File: src/rtl/prs_pkg.sv
/*
  Constants for the rail sequencer: I2C address, register map,
  setpoint codes and startup timing.
  Assumes a 20 MHz system clock.
*/
package prs_pkg;
  localparam int          CLK_MHZ          = 20;
  localparam int          STARTUP_DELAY_NS = 41000;
  localparam int          STARTUP_CYCLES   =
    (STARTUP_DELAY_NS * CLK_MHZ + 999) / 1000;
  localparam logic [6:0]  SLAVE_ADDR       = 7'h53;
  localparam logic [7:0]  REG_DEVICE_IDENTITY = 8'h7D;
  localparam logic [7:0]  REG_PRIMARY_SETPOINT_4   = 8'h10;
  localparam logic [7:0]  REG_ALTERNATE_SETPOINT_4 = 8'h11;
  localparam logic [7:0]  REG_RAIL_STATUS  = 8'h12;
  // Setpoint codes in 10 mV units; 120 = 1.2 V, 110 = 1.1 V
  localparam logic [7:0]  PRIMARY_RESET    = 8'h78;
  localparam logic [7:0]  ALTERNATE_RESET  = 8'h6E;
  localparam logic [7:0]  UNMAPPED_READ    = 8'h00;
  localparam int          DELAY_W          = 11;
  typedef enum logic [3:0]
  {
    RAIL_OFF   = 4'h1,
    RAIL_DELAY = 4'h2,
    RAIL_RAMP  = 4'h4,
    RAIL_ON    = 4'h8
  } prs_rail_t;
  localparam int          RAMP_CYCLES      = 16;
endpackage

File: src/rtl/prs_rail_ctl.sv
/*
  One rail enable with startup delay then soft-start ramp.
  Assumes trigger is synchronous to mclk_i.
*/
`timescale 1ns/1ps
module prs_rail_ctl
(
  input  wire logic mclk_i,
  input  wire logic reset_i,
  input  wire logic trigger_i,
  output logic      enable_o,
  output logic      good_o
);
  prs_pkg::prs_rail_t            state_r;
  logic [prs_pkg::DELAY_W-1:0]   cnt_r;

  always_ff @(posedge mclk_i)
  begin
    if (reset_i || !trigger_i)
    begin
      state_r <= prs_pkg::RAIL_OFF;
      cnt_r   <= '0;
    end
    else
    begin
      case (state_r)
        prs_pkg::RAIL_OFF:
        begin
          state_r <= prs_pkg::RAIL_DELAY;
          cnt_r   <= '0;
        end
        prs_pkg::RAIL_DELAY:
        begin
          if (cnt_r == prs_pkg::DELAY_W'(prs_pkg::STARTUP_CYCLES - 1))
          begin
            state_r <= prs_pkg::RAIL_RAMP;
            cnt_r   <= '0;
          end
          else
            cnt_r <= cnt_r + 1'b1;
        end
        prs_pkg::RAIL_RAMP:
        begin
          if (cnt_r == prs_pkg::DELAY_W'(prs_pkg::RAMP_CYCLES - 1))
            state_r <= prs_pkg::RAIL_ON;
          else
            cnt_r <= cnt_r + 1'b1;
        end
        prs_pkg::RAIL_ON:
          state_r <= prs_pkg::RAIL_ON;
        default:
          state_r <= prs_pkg::RAIL_OFF;
      endcase
    end
  end

  always_comb
  begin
    enable_o = (state_r == prs_pkg::RAIL_RAMP) ||
               (state_r == prs_pkg::RAIL_ON);
    good_o   = (state_r == prs_pkg::RAIL_ON);
  end

  AST_DELAY_BEFORE_ENABLE: assert property (@(posedge mclk_i)
    disable iff (reset_i)
    $rose(trigger_i) |-> !enable_o [*8])
    else $error("rail enabled before startup delay");
endmodule

File: src/rtl/prs_sequencer.sv
/*
  Rail sequencer and mode control with an I2C register slave.
  Assumes power_request, aux_group, setpoint select and I2C pins
  are synchronous to mclk_i; SDA open drain resolved outside.
*/
// Notes on behaviour
// - Power request high means active mode, low means sleep mode.
// - Rail four and linear rails one to three follow active mode.
// - Setpoint pin high picks primary setpoint, low picks alternate.
// - Rail four drops to lower alternate setpoint when scaling active.
// - Rail good output follows step-down rail one status.
// - External supply enable is driven as part of the sequence.
// - Main reset output is never driven.
// - Auxiliary reset pin is a digital input.
// - Auxiliary group high enables step-down rails one to three in active mode.
// - Auxiliary group low disables step-down rails one to three.
// - Spare auxiliary pin and external good input have no function.
// - I2C slave at seven-bit address 0x53.
// - Identity register returns a fixed configuration code.
`timescale 1ns/1ps
module prs_sequencer
#(
  // Arbitrary identity value
  parameter logic [7:0] DEVICE_IDENTITY = 8'h5A
)
(
  input  wire logic       mclk_i,
  input  wire logic       reset_i,
  input  wire logic       power_request_input_i,
  input  wire logic       aux_group_input_i,
  input  wire logic       setpoint_select_i,
  input  wire logic       spare_aux_pin_i,
  input  wire logic       external_good_input_i,
  input  wire logic       scl_i,
  input  wire logic       sda_i,
  output logic            sda_o,
  output logic            sda_oe_o,
  output logic            main_reset_output_low_o,
  output logic            main_reset_output_low_oe_o,
  output logic            active_mode_o,
  output logic [3:0]      group_a_enable_o,
  output logic [2:0]      step_down_enable_o,
  output logic [7:0]      step_down_setpoint_o,
  output logic            rail_good_output_o,
  output logic            supply_ok_output_o,
  output logic            external_supply_enable_o
);
  logic [3:0] a_en;
  logic [3:0] a_good;
  logic [2:0] b_en;
  logic [2:0] b_good;
  logic       b_trig;
  logic [7:0] primary_r;
  logic [7:0] alternate_r;

  always_ff @(posedge mclk_i)
  begin
    if (reset_i)
      active_mode_o <= 1'b0;
    else
      active_mode_o <= power_request_input_i;
  end

  assign b_trig = power_request_input_i & aux_group_input_i;

  genvar g;
  generate
    for (g = 0; g < 4; g++)
    begin : g_group_a
      // rail four and linear rails follow mode
      prs_rail_ctl u_rail
      (
        .mclk_i    (mclk_i),
        .reset_i   (reset_i),
        .trigger_i (power_request_input_i),
        .enable_o  (a_en[g]),
        .good_o    (a_good[g])
      );
    end
    for (g = 0; g < 3; g++)
    begin : g_group_b
      prs_rail_ctl u_rail
      (
        .mclk_i    (mclk_i),
        .reset_i   (reset_i),
        .trigger_i (b_trig),
        .enable_o  (b_en[g]),
        .good_o    (b_good[g])
      );
    end
  endgenerate

  // aux low gates off at once
  always_comb
  begin
    group_a_enable_o   = a_en;
    step_down_enable_o = b_en & {3{b_trig}};
  end

  // setpoint selection; rail four scaled when low
  always_ff @(posedge mclk_i)
  begin
    if (reset_i)
      step_down_setpoint_o <= prs_pkg::PRIMARY_RESET;
    else if (setpoint_select_i)
      step_down_setpoint_o <= primary_r;
    else
      step_down_setpoint_o <= alternate_r;
  end

  // rail good from rail one; external enable in sequence
  always_ff @(posedge mclk_i)
  begin
    if (reset_i)
    begin
      rail_good_output_o       <= 1'b0;
      supply_ok_output_o       <= 1'b0;
      external_supply_enable_o <= 1'b0;
    end
    else
    begin
      rail_good_output_o       <= b_good[0];
      supply_ok_output_o       <= &a_good;
      external_supply_enable_o <= &a_good;
    end
  end

  assign main_reset_output_low_o    = 1'b1;
  assign main_reset_output_low_oe_o = 1'b0;

  logic unused_pins;
  assign unused_pins = spare_aux_pin_i ^ external_good_input_i;

  // I2C slave
  typedef enum logic [5:0]
  {
    I2C_IDLE = 6'h01,
    I2C_ADDR = 6'h02,
    I2C_ACK  = 6'h04,
    I2C_WR   = 6'h08,
    I2C_RD   = 6'h10,
    I2C_RACK = 6'h20
  } prs_i2c_t;

  prs_i2c_t   st_r;
  logic       scl_q;
  logic       sda_q;
  logic [7:0] sh_r;
  logic [3:0] bit_r;
  logic       rw_r;
  logic       ptr_set_r;
  logic [7:0] ptr_r;
  logic       drive_r;
  logic       start_c;
  logic       stop_c;
  logic       rise_c;
  logic       fall_c;

  function automatic logic [7:0] read_reg(input logic [7:0] a);
    case (a)
      prs_pkg::REG_DEVICE_IDENTITY:      read_reg = DEVICE_IDENTITY;
      prs_pkg::REG_PRIMARY_SETPOINT_4:   read_reg = primary_r;
      prs_pkg::REG_ALTERNATE_SETPOINT_4: read_reg = alternate_r;
      prs_pkg::REG_RAIL_STATUS:          read_reg = {1'b0, b_good, a_good};
      default:                           read_reg = prs_pkg::UNMAPPED_READ;
    endcase
  endfunction

  always_comb
  begin
    start_c = scl_q & scl_i & sda_q & ~sda_i;
    stop_c  = scl_q & scl_i & ~sda_q & sda_i;
    rise_c  = ~scl_q & scl_i;
    fall_c  = scl_q & ~scl_i;
  end

  always_ff @(posedge mclk_i)
  begin
    if (reset_i)
    begin
      scl_q <= 1'b1;
      sda_q <= 1'b1;
    end
    else
    begin
      scl_q <= scl_i;
      sda_q <= sda_i;
    end
  end

  always_ff @(posedge mclk_i)
  begin
    if (reset_i || stop_c)
    begin
      st_r <= I2C_IDLE; sh_r <= '0; bit_r <= '0; rw_r <= 1'b0;
      ptr_set_r <= 1'b0; drive_r <= 1'b0;
      if (reset_i) ptr_r <= '0;
    end
    else if (start_c)
    begin
      st_r <= I2C_ADDR; bit_r <= '0; ptr_set_r <= 1'b0; drive_r <= 1'b0;
    end
    else
    begin
      case (st_r)
        I2C_ADDR, I2C_WR:
        begin
          if (rise_c)
          begin
            sh_r  <= {sh_r[6:0], sda_i};
            bit_r <= bit_r + 1'b1;
          end
          else if (fall_c && bit_r == 4'h8)
          begin
            bit_r <= '0;
            if (st_r == I2C_ADDR && sh_r[7:1] != prs_pkg::SLAVE_ADDR)
              st_r <= I2C_IDLE;
            else
            begin
              if (st_r == I2C_ADDR)
                rw_r <= sh_r[0];
              else if (!ptr_set_r)
              begin
                ptr_r <= sh_r; ptr_set_r <= 1'b1;
              end
              else
              begin
                ptr_r <= ptr_r + 1'b1;
              end
              st_r <= I2C_ACK; drive_r <= 1'b1;
            end
          end
        end
        I2C_ACK:
          if (fall_c)
          begin
            drive_r <= 1'b0;
            if (rw_r)
            begin
              sh_r <= read_reg(ptr_r); st_r <= I2C_RD;
              drive_r <= ~read_reg(ptr_r)[7];
            end
            else
              st_r <= I2C_WR;
          end
        I2C_RD:
          if (fall_c)
          begin
            bit_r <= bit_r + 1'b1;
            if (bit_r == 4'h7)
            begin
              drive_r <= 1'b0; st_r <= I2C_RACK; ptr_r <= ptr_r + 1'b1;
            end
            else
            begin
              sh_r <= {sh_r[6:0], 1'b0}; drive_r <= ~sh_r[6];
            end
          end
        I2C_RACK:
          if (rise_c)
          begin
            bit_r <= '0;
            st_r  <= sda_i ? I2C_IDLE : I2C_ACK;
          end
        default: st_r <= I2C_IDLE;
      endcase
    end
  end

  // Register writes to the setpoints
  always_ff @(posedge mclk_i)
  begin
    if (reset_i)
    begin
      primary_r   <= prs_pkg::PRIMARY_RESET;
      alternate_r <= prs_pkg::ALTERNATE_RESET;
    end
    else if (st_r == I2C_WR && fall_c && bit_r == 4'h8 && ptr_set_r)
    begin
      // Data lands at the current pointer, which then steps on
      if (ptr_r == prs_pkg::REG_PRIMARY_SETPOINT_4)
        primary_r <= sh_r;
      if (ptr_r == prs_pkg::REG_ALTERNATE_SETPOINT_4)
        alternate_r <= sh_r;
    end
  end

  assign sda_o    = 1'b0;
  assign sda_oe_o = drive_r;

  AST_MODE_FOLLOWS: assert property (@(posedge mclk_i) disable iff (reset_i)
    power_request_input_i |=> active_mode_o)
    else $error("active mode not entered");
  AST_GROUP_A_OFF: assert property (@(posedge mclk_i) disable iff (reset_i)
    !power_request_input_i |=> group_a_enable_o == 4'h0)
    else $error("group a on in sleep");
  AST_SETPOINT_SEL: assert property (@(posedge mclk_i) disable iff (reset_i)
    setpoint_select_i |=> step_down_setpoint_o == $past(primary_r))
    else $error("primary setpoint not selected");
  AST_SCALED: assert property (@(posedge mclk_i) disable iff (reset_i)
    !setpoint_select_i |=> step_down_setpoint_o == $past(alternate_r))
    else $error("alternate setpoint not selected");
  AST_RAIL_GOOD: assert property (@(posedge mclk_i) disable iff (reset_i)
    !b_trig ##1 !b_trig |=> !rail_good_output_o)
    else $error("rail good without rail one");
  AST_NO_RESET_DRIVE: assert property (@(posedge mclk_i)
    disable iff (reset_i) !main_reset_output_low_oe_o)
    else $error("main reset driven");
  AST_AUX_LOW_OFF: assert property (@(posedge mclk_i) disable iff (reset_i)
    !aux_group_input_i |-> step_down_enable_o == 3'h0)
    else $error("group b on with aux low");
  AST_ID_READ: assert property (@(posedge mclk_i) disable iff (reset_i)
    (st_r == I2C_ACK && fall_c && rw_r &&
     ptr_r == prs_pkg::REG_DEVICE_IDENTITY)
    |=> sh_r == DEVICE_IDENTITY)
    else $error("identity not loaded");
endmodule

File: config.mk
export PLATFORM = sky130hd
export DESIGN_NAME = prs_sequencer
export DESIGN_NICKNAME = d
export VERILOG_FILES = /design/src/rtl/prs_pkg.sv /design/src/rtl/prs_rail_ctl.sv /design/src/rtl/prs_sequencer.sv
export SDC_FILE = /design/constraint.sdc
export NUM_CORES = 1
export LEC_CHECK = 0
export ABC_AREA = 1
export BUFFER_PORTS_ARGS = -buffer_cell sky130_fd_sc_hd__buf_2
export CORE_MARGIN = 2
export CORE_UTILIZATION = 50
export DETAILED_ROUTE_END_ITERATION = 6
export PLACE_DENSITY = 0.66
export SKIP_CTS_REPAIR_TIMING = 1
export SLEW_MARGIN = 25
export SYNTH_ARGS = -nofsm -noshare
export SYNTH_HDL_FRONTEND = slang
export SYNTH_SLANG_ARGS = --single-unit
File: constraint.sdc
create_clock -name mclk_i -period 2.1 [get_ports mclk_i]
set_input_delay 0.21 -clock mclk_i [delete_from_list [all_inputs] [get_ports mclk_i]]
set_output_delay 0.21 -clock mclk_i [all_outputs]
set_load 0.02 [all_outputs]
== Word level (Yosys, flattened, before mapping) ==
Index checks and enable logic that the tools add are counted.

* Output and inout port bits: 23
* Input port bits: 9
* Logic and storage cells: 300
* Register bits after elaboration: 163

* Muxes and demuxes: 88
* Add/subtract/negate cells: 9
* Eq/ne operators: 100
* Reductions and logical operators: 54
* Bitwise gates (word level): 19

{| class="wikitable"
|+ Operators with widths
! operator !! number
|-
| 11-bit case mux with 3 select lines || 7
|-
| 11-bit two-way mux || 14
|-
| 8-bit two-way mux || 19
|-
| 4-bit case mux with 4 select lines || 7
|-
| 11-bit by 1-bit adder with 11-bit output, second input constant || 7
|-
| 11-bit by 10-bit equality test with 1-bit output, second input constant || 7
|-
| 11-bit by 4-bit equality test with 1-bit output, second input constant || 7
|-
| 4-bit two-way mux || 18
|-
| 3-bit != test, second input constant || 13
|-
| 6-bit two-way mux || 6
|-
| 2-bit != test, second input constant || 18
|-
| 4-bit by 3-bit equality test with 1-bit output, second input constant || 8
|-
| 4-bit equality test, second input constant || 8
|-
| 8-bit case mux with 4 select lines || 1
|-
| 2-bit AND reduction || 16
|-
| 2-bit by 1-bit != test with 1-bit output, second input constant || 15
|-
| 3-bit nonzero test || 10
|-
| 4-bit by 1-bit equality test with 1-bit output, second input constant || 7
|-
| 4-bit by 2-bit equality test with 1-bit output, second input constant || 7
|-
| 8-bit by 5-bit equality test with 1-bit output, second input constant || 3
|-
| 6-bit case mux with 4 select lines || 1
|-
| 8-bit case mux with 3 select lines || 1
|-
| 6-bit AND reduction || 4
|-
| 8-bit case mux with 2 select lines || 1
|-
| other kinds (26) || 65
|}

== Depth between registers and ports, before layout ==
Gate-level depths: netlist of run 1.

* Depth after elaboration: 11
* Mapped depth: 12
* Gate-level depth less buffers: 12

== Hierarchy ==
A second synthesis of run 1 with hierarchy kept.

* Cells, all modules: 1,517
* Area total of the unflattened synthesis: 9,998.3 um2

{| class="wikitable"
|+ By module, submodules not included
! module !! sequential area each (um2) !! area an instance (um2) !! times used !! cells an instance
|-
| prs_rail_ctl at g_group_a[0].u_rail ... || 300.3 || 960.9 || 6 || 148
|-
| prs_sequencer || 1,241.2 || 3,296.9 || 1 || 483
|-
| prs_rail_ctl at g_group_b[2].u_rail || 300.3 || 935.9 || 1 || 146
|}

== Least setup slack after synthesis of run 1 ==
OpenSTA, ideal clock, no wires.

* Path type: register to register
* Start: register scl_q
* End: register ptr_r[0], enable pin
* Data required time: 1.725 ns
* Cell stages (with the launch flop): 7
* Library setup time: 0.375 ns
* Slack: 0.221 ns
* Path buffers: 0
* Arrival time: 1.504 ns
* Clock period less this slack: 1.879 ns
* Cell sequence: dfxtp_1 nand3_1 o21ai_0 clkinv_1 nand2_1 nor2_1 a21oi_1

* Cells in the longest elaborated chain, start to end: 6
* Elaborated cells between the ends (all ways): 20
* Those cells by class: 8 x eq/ne; 8 x bitwise; 4 x reduce/logical

{| class="wikitable"
|+ RTL lines
! item !! RTL line !! RTL
|-
| from (decl) || prs_sequencer.sv:146 || <nowiki>logic scl_q;</nowiki>
|-
| from (signal assigned) || prs_sequencer.sv:186 || <nowiki>scl_q <= scl_i;</nowiki>
|-
| 1-bit bitwise AND || prs_sequencer.sv:171, prs_sequencer.sv:172 ||
|-
| 1-bit bitwise AND (2 in series) || prs_sequencer.sv:172 || <nowiki>stop_c = scl_q & scl_i & ~sda_q & sda_i;</nowiki>
|-
| 1-bit logical OR || prs_sequencer.sv:193 || <nowiki>if (reset_i || stop_c)</nowiki>
|-
| 3-bit != test (no source line) (tied with other cells) || -- ||
|-
| 9-bit AND reduction (no source line) (*) || -- ||
|-
| to (signal assigned) || prs_sequencer.sv:228 || <nowiki>ptr_r <= ptr_r + 1'b1;</nowiki>
|-
| to (decl) || prs_sequencer.sv:152 || <nowiki>logic [7:0] ptr_r;</nowiki>
|}

Mark *: on every way between the ends. The rest lies on a longest branch, timed or not.
A chain may end at the register's enable or synchronous reset.

== Final worst setup path of run 1 ==
* Start: register g_group_b[0].u_rail.state_r[1]
* End: output port step_down_enable_o[0]

* Cells in the longest elaborated chain, start to end: 3
* Elaborated cells between the ends (all ways): 4
* Those cells by class: 2 x eq/ne; 1 x bitwise; 1 x reduce/logical

{| class="wikitable"
|+ RTL lines
! item !! RTL line !! RTL
|-
| from (decl) || prs_rail_ctl.sv:14 || <nowiki>prs_pkg::prs_rail_t state_r;</nowiki>
|-
| from (signal assigned) || prs_rail_ctl.sv:21 || <nowiki>state_r <= prs_pkg::RAIL_OFF;</nowiki>
|-
| from (signal assigned) || prs_rail_ctl.sv:29 || <nowiki>state_r <= prs_pkg::RAIL_DELAY;</nowiki>
|-
| from (signal assigned) || prs_rail_ctl.sv:36 || <nowiki>state_r <= prs_pkg::RAIL_RAMP;</nowiki>
|-
| 4-bit by 3-bit equality test with 1-bit output or 4-bit equality test (tied branches) || prs_rail_ctl.sv:59, prs_rail_ctl.sv:60 ||
|-
| 1-bit logical OR (*) || prs_rail_ctl.sv:59 || <nowiki>enable_o = (state_r == prs_pkg::RAIL_RAMP) ||</nowiki>
|-
| 3-bit bitwise AND (*) || prs_sequencer.sv:97 || <nowiki>step_down_enable_o = b_en & {3{b_trig}};</nowiki>
|-
| to (decl) || prs_sequencer.sv:42 || <nowiki>output logic [2:0] step_down_enable_o,</nowiki>
|}

Marks and branches as above.

==> results of run 1 <==
-- layout make-up --
class | instances | area, sq um
clock inverter | 10 | 124
inverter | 199 | 747
tap | 234 | 293
fill | 1855 | 8110
clock buffer | 22 | 485
sequential | 163 | 3340
multi-input combinational | 1075 | 5280
timing repair buffer | 61 | 393
-- layout by cell type (no fill, tap or decap), types with 35 or more instances in the layout --
| master | Yosys | layout |
|---|---|---|
| a21oi_1 | 76 | 76 |
| buf_4 | 8 | 35 |
| dfxtp_1 | 155 | 155 |
| inv_1 | 190 | 190 |
| nand2_1 | 364 | 364 |
| nand3_1 | 191 | 191 |
| nand4_1 | 43 | 43 |
| nor2_1 | 176 | 175 |
| nor3_1 | 42 | 42 |
| o21ai_0 | 44 | 44 |
-- cells by family (layout without fill, tap and decap cells) --
group,Yosys count,in the layout,synth area share [%]
xor gates and xnor gates,29,29,2.65
AOI/OAI and AO/OA,163,163,9.64
DFF,163,163,34.9
adders and majority gates,13,13,1.70
other,2,3,0.0784
buffers and inverters,241,292,10.1
and+or+nand+nor,867,867,40.9
-- power by group through the flow --
stage | clock (mW) | sequential [mW] | combinational [mW]
after global routing | 3.40 | 3.20 | 0.459
final | 3.20 | 3.19 | 0.409
after CTS | 3.27 | 3.19 | 0.408
after global placement | 0 | 3.26 | 0.402
after detailed placement | 0 | 3.26 | 0.406
after floorplan | 0 | 3.26 | 0.285
-- worst min-delay path, delay by kind of cell --
family	cells	cell delay [ps]
simple gates	1	50
buf+inv	2	190
-- worst paths after layout --
path / endpoint / slack, ps / cells past startpoint
worst max-delay path: step_down_enable_o[0] / 150 / 6
worst min-delay path: scl_q / 50 / 3
worst max register to register: g_group_b[1].u_rail.cnt_r[0] / 270 / 9
worst min register to register: st_r[3] / 500 / 2
-- registers in the layout, indices dropped and copies added (netlist names), 6 cells and up --
name,flops
alternate_r,8
g_group_a.u_rail.cnt_r,44
g_group_a.u_rail.state_r,16
g_group_b.u_rail.cnt_r,33
g_group_b.u_rail.state_r,12
primary_r,8
ptr_r,8
sh_r,8
st_r,6
step_down_setpoint_o,8
-- per-layer routing --
layer  up-vias  GRT usage [%]  part of all wire [%]
met5         -              0                     0
met4         0           6.67                   1.3
met3        24           4.44                   4.6
met2       196           36.6                    44
met1      4138           31.5                    50
li1       4881              -                     -
-- stage by stage --
step           worst slack, ps  hold WS (ps)
2_1_floorplan              221           286
3_3_place_gp               275           472
3_5_place_dp               194           479
4_1_cts                    114          40.2
5_1_grt                   46.3          74.6
6_report                   150          52.9
==> flow_summary_export.csv, run 1 <==
group,metric,value,unit
routing,vias,9239,
grt,grtUsageTotal,22.9,%
worst_hold_path,hp-class,"input pin to flip-flop",
sta,worst_clock_skew,9.30,ps
finish,postLayoutCellArea,10700,sq um
floorplan,die_w,142,microns
pwr,leakagePower,4.83,nW
yosys,synth_area_leaders,"dfxtp_1 (32%), nand2_1 (14%), nand3_1 (10%), inv_1 (7.4%), nor2_1 (6.9%)",
floorplan,start_util,51.1,%
setup_path,critPathCaptureType,"output pin",
pwr,p_seq_share,46.9,%
setup_path,path_cells,"inv_1 > nand2_1 > nor2_1 > nor2_1 > nor2_1 > buf_2",
finish,utilization,56.8,%
routing,drc_errors,0,
setup_path,cp-start-kind,"flip-flop",
setup_path,path_class,"flip-flop to output pin",
yosys,ys.flop_type,"dfxtp_1",
run_status,status,"finished, final reports clean",
pwr,power.switching,1.64,mW
place,portBuffers,26,
grt,first_global_vias,8335,
setup_path,cp_max_fo,3,
flow_run,max_cap_viol_count,0,
routing,drt_first_pass_iters,5,
finish,fin_nets,1539,
cts,htree_num_levels,4,
sta,min_period,1950,ps
pwr,peakVddDrop,0.000584,V
yosys,yosysSeqAreaShare,34.9,%
setup_path,crit_start,"g_group_b[0].u_rail.state_r[1]",
yosys,synth_cell_types,43,
yosys,synth_edf_count,8,
routing,wl_per_cell,12.7,microns
yosys,netlist_instances,1478,
pwr,power_frac_comb,6.0,%
cts,clockBufferDepth,2,
sta,finalMaxSlewViolations,0,
finish,drive_gt1_share,9.54,%
routing,viasPerCell,5.24,
cts,numCtsBuffers,17,
finish,finalNonFillerCells,1764,
yosys,synth_area_leader_cell,"dfxtp_1",
yosys,ys_async_sr_fraction,0,%
finish,antennaDiodeCount,0,
cts,clkSinkCount,163,
yosys,ys_top_cells_by_count,"nand2_1 (364), nand3_1 (191), inv_1 (190)",
floorplan,die_h,142,microns
finish,areaGrowthSynthToFinish,11.3,%
routing,routed_wl,22400,microns
pwr,p_clk_share,47.1,%
sta,finalSetupViolations,0,
setup_path,cp_top_family,"simple AND/OR/NAND/NOR gates",
place,dp_hpwl,16000,microns
yosys,synth.most_common_cell,"nand2_1",
pwr,internal-power,5.16,mW
setup_path,crit_path_frequent_cell,"nor2_1",
floorplan,die_area,20300,sq um
setup_path,cp.buffers_inverters,2,
setup_path,cp.arrival,1740,ps
cts,clk_latency,440,ps
pwr,p_per_area,638,nW/um^2
routing,ant_nets,0,
floorplan,fp-row-count,50,
grt,gr-total-overflow,0,
pwr,total_power,6.80,mW
routing,drt_iter0_markers,715,
place,place_inst,1731,
setup_path,worst-endpoint-required,1890,ps
pwr,p_sw_share,24.1,%
setup_path,r2r-start,"g_group_b[1].u_rail.cnt_r[0]",
place,placed_area,10000,sq um
cts,cts_tree,"yes",
sta,worstMarginPinSlew,873,ps
setup_path,crit_slowest_cell,"dfxtp_1",
sta,max-slew-margin-rel,41.6,%
yosys,syn_avg_cell_area,6.48,sq um
sta,setup_tns,0,ps
grt,grt_max_degree,32,
sta,fin_crit_sh,92.9,%
grt,antenna_found_initial,0,
cts,root_buffer,"clkbuf_16",
floorplan,core-area,18800,sq um
sta,fmax,513,MHz
floorplan,io_pins,32,
grt,grt_pass1_wl,38400,microns
yosys,yosysWarnings,0,
yosys,synth.top_cell.area_share,32.4,%
worst_hold_path,min_from,"scl_i",
sta,rsz0062_at_grt,"false",
yosys,syn_area,9580,sq um
cts,clkTransAtPathRegs,60,ps
yosys,synth_seq_cells,163,
setup_path,critPathMaxStageDelay,310,ps
sta,final_hold_viol_count,0,
place,place_congestion,0.870,
(Power assumes the default switching activity.)
==> run 2: changes to the inputs <==
--- a/config.mk
+++ b/config.mk
@@ -6,12 +6,10 @@
 export NUM_CORES = 1
 export LEC_CHECK = 0
 export ABC_AREA = 1
-export BUFFER_PORTS_ARGS = -buffer_cell sky130_fd_sc_hd__buf_2
-export CORE_MARGIN = 2
+export BUFFER_PORTS_ARGS = -buffer_cell sky130_fd_sc_hd__buf_4
 export CORE_UTILIZATION = 50
 export DETAILED_ROUTE_END_ITERATION = 6
 export PLACE_DENSITY = 0.66
-export SKIP_CTS_REPAIR_TIMING = 1
 export SLEW_MARGIN = 25
 export SYNTH_ARGS = -nofsm -noshare
 export SYNTH_HDL_FRONTEND = slang
==> run 2 against run 1 <==
  * Hold slack worse by 30 ps
  * Clock skew is 0.81 ps lower
  * Global-route usage is 1.1 points higher
  * Register-to-register slack hardly changed
  * Combinational power is 1% higher
  * Via count is 0.45% higher
  * Fmax is 0.16% higher
  * Cell count is 0.11% higher
  * Non-clock buffer count is 3 higher
  * Sequential power hardly changed
  * Die area is 2.8% lower
  * Critical path type unchanged
  * Largest power group is now registers
==> flow_summary_export.csv, run 2 (synthesis results as in run 1) <==
group,metric,value,unit
finish,mostFrequentLayoutCells,"nand2_1 (364), nand3_1 (191), inv_1 (190), nor2_1 (175), dfxtp_1 (155)",
place,post-place-ws,237,ps
routing,drc_errors,0,
setup_path,r2r-start,"g_group_a[1].u_rail.cnt_r[0]",
floorplan,die_area,19700,sq um
worst_hold_path,hold_path_end,"rail_good_output_o",
setup_path,worst-endpoint-required,1890,ps
cts,clockBufferDepth,2,
sta,worstMarginPinSlew,937,ps
grt,gr-total-overflow,0,
sta,fin_crit_sh,92.7,%
grt,grt_max_degree,32,
pwr,power.switching,1.59,mW
place,portBuffers,26,
sta,holdWs,22.9,ps
finish,drive_gt1_share,9.46,%
routing,wl_per_cell,12.9,microns
sta,min_period,1950,ps
cts,htree_num_levels,4,
sta,finalMaxSlewViolations,0,
cts,clkSinkCount,163,
setup_path,critPathMaxStageDelay,330,ps
setup_path,path_cells,"inv_1 > nand2_1 > nor3_2 > nor2_1 > nor2_1 > buf_4",
floorplan,core-area,18800,sq um
pwr,p_seq_share,48.1,%
cts,clkTransAtPathRegs,60,ps
floorplan,start_util,51.1,%
pwr,p_per_area,621,nW/um^2
finish,largest_reg_flops,44,
worst_hold_path,hp-class,"input pin to flip-flop",
finish,regMostFlops,"g_group_a.u_rail.cnt_r",
worst_hold_path,min_from,"reset_i",
routing,drt_first_pass_iters,5,
finish,finalNonFillerCells,1766,
flow_run,max_cap_viol_count,0,
setup_path,critPathCaptureType,"output pin",
routing,vias,9281,
routing,ant_nets,0,
sta,finalSetupViolations,0,
routing,drt_iter0_markers,549,
sta,worst_clock_skew,8.49,ps
cts,clk_latency,430,ps
routing,viasPerCell,5.26,
pwr,internal-power,5.05,mW
setup_path,r2r-end,"g_group_a[1].u_rail.cnt_r[8]",
finish,areaGrowthSynthToFinish,11.6,%
place,place_congestion,0.884,
grt,antenna_found_initial,0,
finish,reg.largest.list,"g_group_a.u_rail.cnt_r x44, g_group_b.u_rail.cnt_r x33, g_group_a.u_rail.state_r x16",
setup_path,cp_max_fo,5,
grt,grtUsageTotal,24.0,%
finish,antennaDiodeCount,0,
finish,final_common_cell,"nand2_1",
worst_hold_path,hold_depth,2,
setup_path,crit_path_frequent_cell,"nor2_1",
setup_path,crit_slowest_cell,"nor3_2",
grt,first_global_vias,8350,
sta,rsz0062_at_grt,"false",
sta,final_hold_viol_count,0,
setup_path,cp-start-kind,"flip-flop",
place,dp_hpwl,16300,microns
cts,root_buffer,"clkbuf_16",
run_status,status,"finished, final reports clean",
setup_path,r2r_cells,9,
pwr,peakVddDrop,0.000524,V
pwr,power_frac_comb,6.2,%
sta,max-slew-margin-rel,37.3,%
finish,fin_nets,1542,
cts,numCtsBuffers,17,
place,place_inst,1735,
floorplan,fp-row-count,50,
floorplan,die_w,140,microns
setup_path,cp.arrival,1740,ps
floorplan,io_pins,32,
setup_path,path_class,"flip-flop to output pin",
sta,setup_tns,0,ps
floorplan,die_h,140,microns
cts,post_cts_buffers,0,
sta,fmax,514,MHz
pwr,leakagePower,4.85,nW
setup_path,r2r_slack,270,ps
cts,cts_tree,"yes",
routing,routed_wl,22800,microns
grt,grt_pass1_wl,38900,microns
sta,fin_ws,153,ps
pwr,p_clk_share,45.7,%
pwr,p_sw_share,24.0,%
==> run 2: cell count changes in the layout (fill, tap and decap cells not counted), sizes merged <==
cell / before / now
buf: 61 / 64
clkinv: 6 / 7
clkbuf: 22 / 21
clkinvlp: 5 / 2
inv: 196 / 198
==> run 2: final cells by class <==
cell class,instances,area [sq um]
inverter,199,747
fill,1882,8070
multi-input combinational,1075,5270
sequential,163,3340
clock inverter,10,108
clock buffer,21,450
tap,234,293
timing repair buffer,64,480
==> run 2: metal layers <==
layer | up-vias | part of all wire (%) | GRT usage (%)
li1 | 4898 | - | -
met1 | 4206 | 50 | 33.1
met2 | 163 | 46 | 38.9
met3 | 14 | 3.6 | 3.52
met4 | 0 | 0.84 | 6.77
met5 | - | 0 | 0
==> run 2: worst max-delay path by stage <==
stage          slack [ps]                           start                            to  depth (start not counted)
2_1_floorplan         220                           scl_q                      ptr_r[0]                          6
3_3_place_gp          270  g_group_a[2].u_rail.state_r[3]  g_group_a[2].u_rail.cnt_r[1]                          7
3_5_place_dp          240  g_group_a[2].u_rail.state_r[3]  g_group_a[2].u_rail.cnt_r[1]                          7
4_1_cts               140  g_group_b[2].u_rail.state_r[0]         step_down_enable_o[2]                          6
5_1_grt                50  g_group_b[0].u_rail.state_r[1]         step_down_enable_o[0]                          6
6_report              150  g_group_b[2].u_rail.state_r[0]         step_down_enable_o[2]                          6
==> run 2: metrics by stage <==
stage / power [mW] / util, % / instance area, sq um
floorplan: 3.55 / - / 9590
global placement: 3.67 / 54.0 / 10100
detailed placement: 3.67 / 54.0 / 10100
CTS: 6.70 / 57.0 / 10700
global route: 6.88 / 57.0 / 10700
finish: 6.64 / 57.0 / 10700
==> run 2: power groups by stage <==
stage	logic [mW]	clock network, mW	registers (mW)
after CTS	0.412	3.10	3.19
after detailed placement	0.411	0	3.26
final	0.413	3.03	3.19
after global routing	0.463	3.22	3.20
after floorplan	0.285	0	3.26
after global placement	0.406	0	3.26
==> run 2: what timing repair did <==
action	4_1_cts	5_1_grt
gates resized for setup	0	1
endpoints found under the setup margin	0	1
hold buffers	0	0
==> run 2: critical path, delay by kind of cell, from the launching register on <==
| kind | cells | cell delay (ps) |
|---|---|---|
| DFF | 1 | 320 |
| buffers and inverters | 2 | 250 |
| and+or+nand+nor | 4 | 750 |
==> run 3: changes to the inputs <==
--- a/config.mk
+++ b/config.mk
@@ -10,6 +10,7 @@
 export CORE_UTILIZATION = 50
 export DETAILED_ROUTE_END_ITERATION = 6
 export PLACE_DENSITY = 0.66
+export RECOVER_POWER = 50
 export SLEW_MARGIN = 25
 export SYNTH_ARGS = -nofsm -noshare
 export SYNTH_HDL_FRONTEND = slang
==> constraint.sdc (replaced) <==
create_clock -name mclk_i -period 2.2 [get_ports mclk_i]
set_input_delay 0.22 -clock mclk_i [delete_from_list [all_inputs] [get_ports mclk_i]]
set_output_delay 0.22 -clock mclk_i [all_outputs]
set_load 0.02 [all_outputs]
==> run 3 against run 2 <==
  * Clock power fell by 4%
  * Die area is the same
  * Power is 4.4% lower
  * Clock skew is 3.8 ps higher
  * Setup slack gained 41 ps
  * Cell area decreased by 1.2%
  * Critical path type unchanged
  * Critical endpoint is now step_down_enable_o[0]
  * Largest power group unchanged
==> flow_summary_export.csv, run 3 (synthesis results as in run 1) <==
group,metric,value,unit
finish,finalNonFillerCells,1760,
routing,viasPerCell,5.23,
grt,grt_pass1_wl,38900,microns
routing,drt_iter0_markers,604,
cts,clkSinkCount,163,
run_status,status,"finished, final reports clean",
routing,vias,9198,
setup_path,cp-start-kind,"flip-flop",
cts,clockBufferDepth,2,
pwr,p_sw_share,24.1,%
routing,ant_nets,0,
setup_path,path_class,"flip-flop to output pin",
pwr,p_clk_share,46.0,%
floorplan,die_w,140,microns
setup_path,worst-endpoint-required,1980,ps
cts,numCtsBuffers,17,
pwr,p_per_area,601,nW/um^2
grt,first_global_vias,8302,
setup_path,cp_max_fo,3,
pwr,power_frac_comb,6.0,%
floorplan,core-area,18800,sq um
finish,antennaDiodeCount,0,
sta,holdWs,44.4,ps
sta,max-slew-margin-rel,29.3,%
pwr,total_power,6.35,mW
finish,largest_reg_flops,44,
finish,mostFrequentLayoutCells,"nand2_1 (367), nand3_1 (191), inv_1 (190), nor2_1 (179), dfxtp_1 (155)",
floorplan,start_util,51.1,%
sta,rsz0062_at_grt,"false",
cts,root_buffer,"clkbuf_16",
routing,drt_first_pass_iters,5,
finish,drive_gt1_share,7.27,%
finish,final_common_cell,"nand2_1",
floorplan,io_pins,32,
setup_path,critPathCaptureType,"output pin",
setup_path,r2r_slack,230,ps
grt,grt_max_degree,32,
pwr,peakVddDrop,0.000533,V
routing,wl_per_cell,12.7,microns
finish,areaGrowthSynthToFinish,10.3,%
pwr,leakagePower,4.74,nW
grt,gr-total-overflow,0,
pwr,p_seq_share,48.0,%
setup_path,crit_slowest_cell,"dfxtp_1",
cts,ctsResizeCount,0,
routing,drc_errors,0,
pwr,power.switching,1.53,mW
cts,ctsHoldBuffers,0,
worst_hold_path,hp-class,"input pin to flip-flop",
flow_run,max_cap_viol_count,0,
setup_path,critPathMaxStageDelay,310,ps
finish,reg.largest.list,"g_group_a.u_rail.cnt_r x44, g_group_b.u_rail.cnt_r x33, g_group_a.u_rail.state_r x16",
grt,antenna_found_initial,0,
setup_path,cp.arrival,1790,ps
cts,htree_num_levels,4,
setup_path,crit_path_frequent_cell,"nor2_1",
sta,final_hold_viol_count,0,
sta,worst_clock_skew,12.3,ps
place,place_inst,1728,
pwr,internal-power,4.82,mW
cts,cts_tree,"yes",
setup_path,path_cells,"inv_1 > nand2_1 > nor2_1 > nor2_1 > nor2_1 > buf_4",
cts,clk_latency,420,ps
floorplan,die_h,140,microns
sta,finalMaxSlewViolations,0,
sta,setup_tns,0,ps
cts,clkTransAtPathRegs,60,ps
routing,routed_wl,22400,microns
grt,grtUsageTotal,23.9,%
sta,worstMarginPinSlew,1060,ps
sta,finalSetupViolations,0,
place,dp_hpwl,16100,microns
sta,fin_crit_sh,91.2,%
sta,min_period,2010,ps
finish,regMostFlops,"g_group_a.u_rail.cnt_r",
finish,utilization,56.3,%
place,place_congestion,0.885,
cts,post_cts_buffers,0,
place,portBuffers,26,
sta,fmax,499,MHz
floorplan,fp-row-count,50,
floorplan,die_area,19700,sq um
finish,fin_nets,1535,
run 3: power groups by stage:
| stage | combinational (mW) | clock (mW) | sequential [mW] |
|---|---|---|---|
| 2_1_floorplan | 0.272 | 0 | 3.12 |
| 3_3_place_gp | 0.391 | 0 | 3.11 |
| 3_5_place_dp | 0.395 | 0 | 3.11 |
| 4_1_cts | 0.396 | 3.00 | 3.05 |
| 5_1_grt | 0.428 | 3.13 | 3.05 |
| 6_report | 0.379 | 2.92 | 3.05 |
run 3: worst paths after layout:
check / start / endpoint / cells after the start
worst max-delay path: g_group_b[0].u_rail.state_r[1] / step_down_enable_o[0] / 6
worst min-delay path: scl_i / scl_q / 3
worst max register to register: g_group_a[2].u_rail.cnt_r[0] / g_group_a[2].u_rail.state_r[2] / 9
worst min register to register: st_r[3] / st_r[3] / 2
run 3: metrics by stage:
stage	setup slack [ps]	area [sq um]
3_3_place_gp	320	10100
5_1_grt	19.5	10600
4_1_cts	234	10700
2_1_floorplan	321	9590
6_report	194	10600
3_5_place_dp	283	10100
run 3: routing by layer:
metal / global-route usage [%] / part of all wire (%)
met5: 0 / 0
met4: 6.19 / 0.94
met3: 4.00 / 3.6
met2: 38.0 / 44
met1: 33.5 / 51
run 3: critical path, delay by kind of cell (launching register included):
kind	cells	cell delay, ps
DFF	1	310
and+or+nand+nor	4	760
buffers and inverters	2	290
run 3: layout make-up:
| class | instances | area [sq um] |
|---|---|---|
| fill | 1886 | 8200 |
| multi-input combinational | 1075 | 5250 |
| sequential | 163 | 3340 |
| inverter | 199 | 747 |
| clock buffer | 19 | 443 |
| timing repair buffer | 57 | 355 |
| tap | 234 | 293 |
| clock inverter | 13 | 135 |
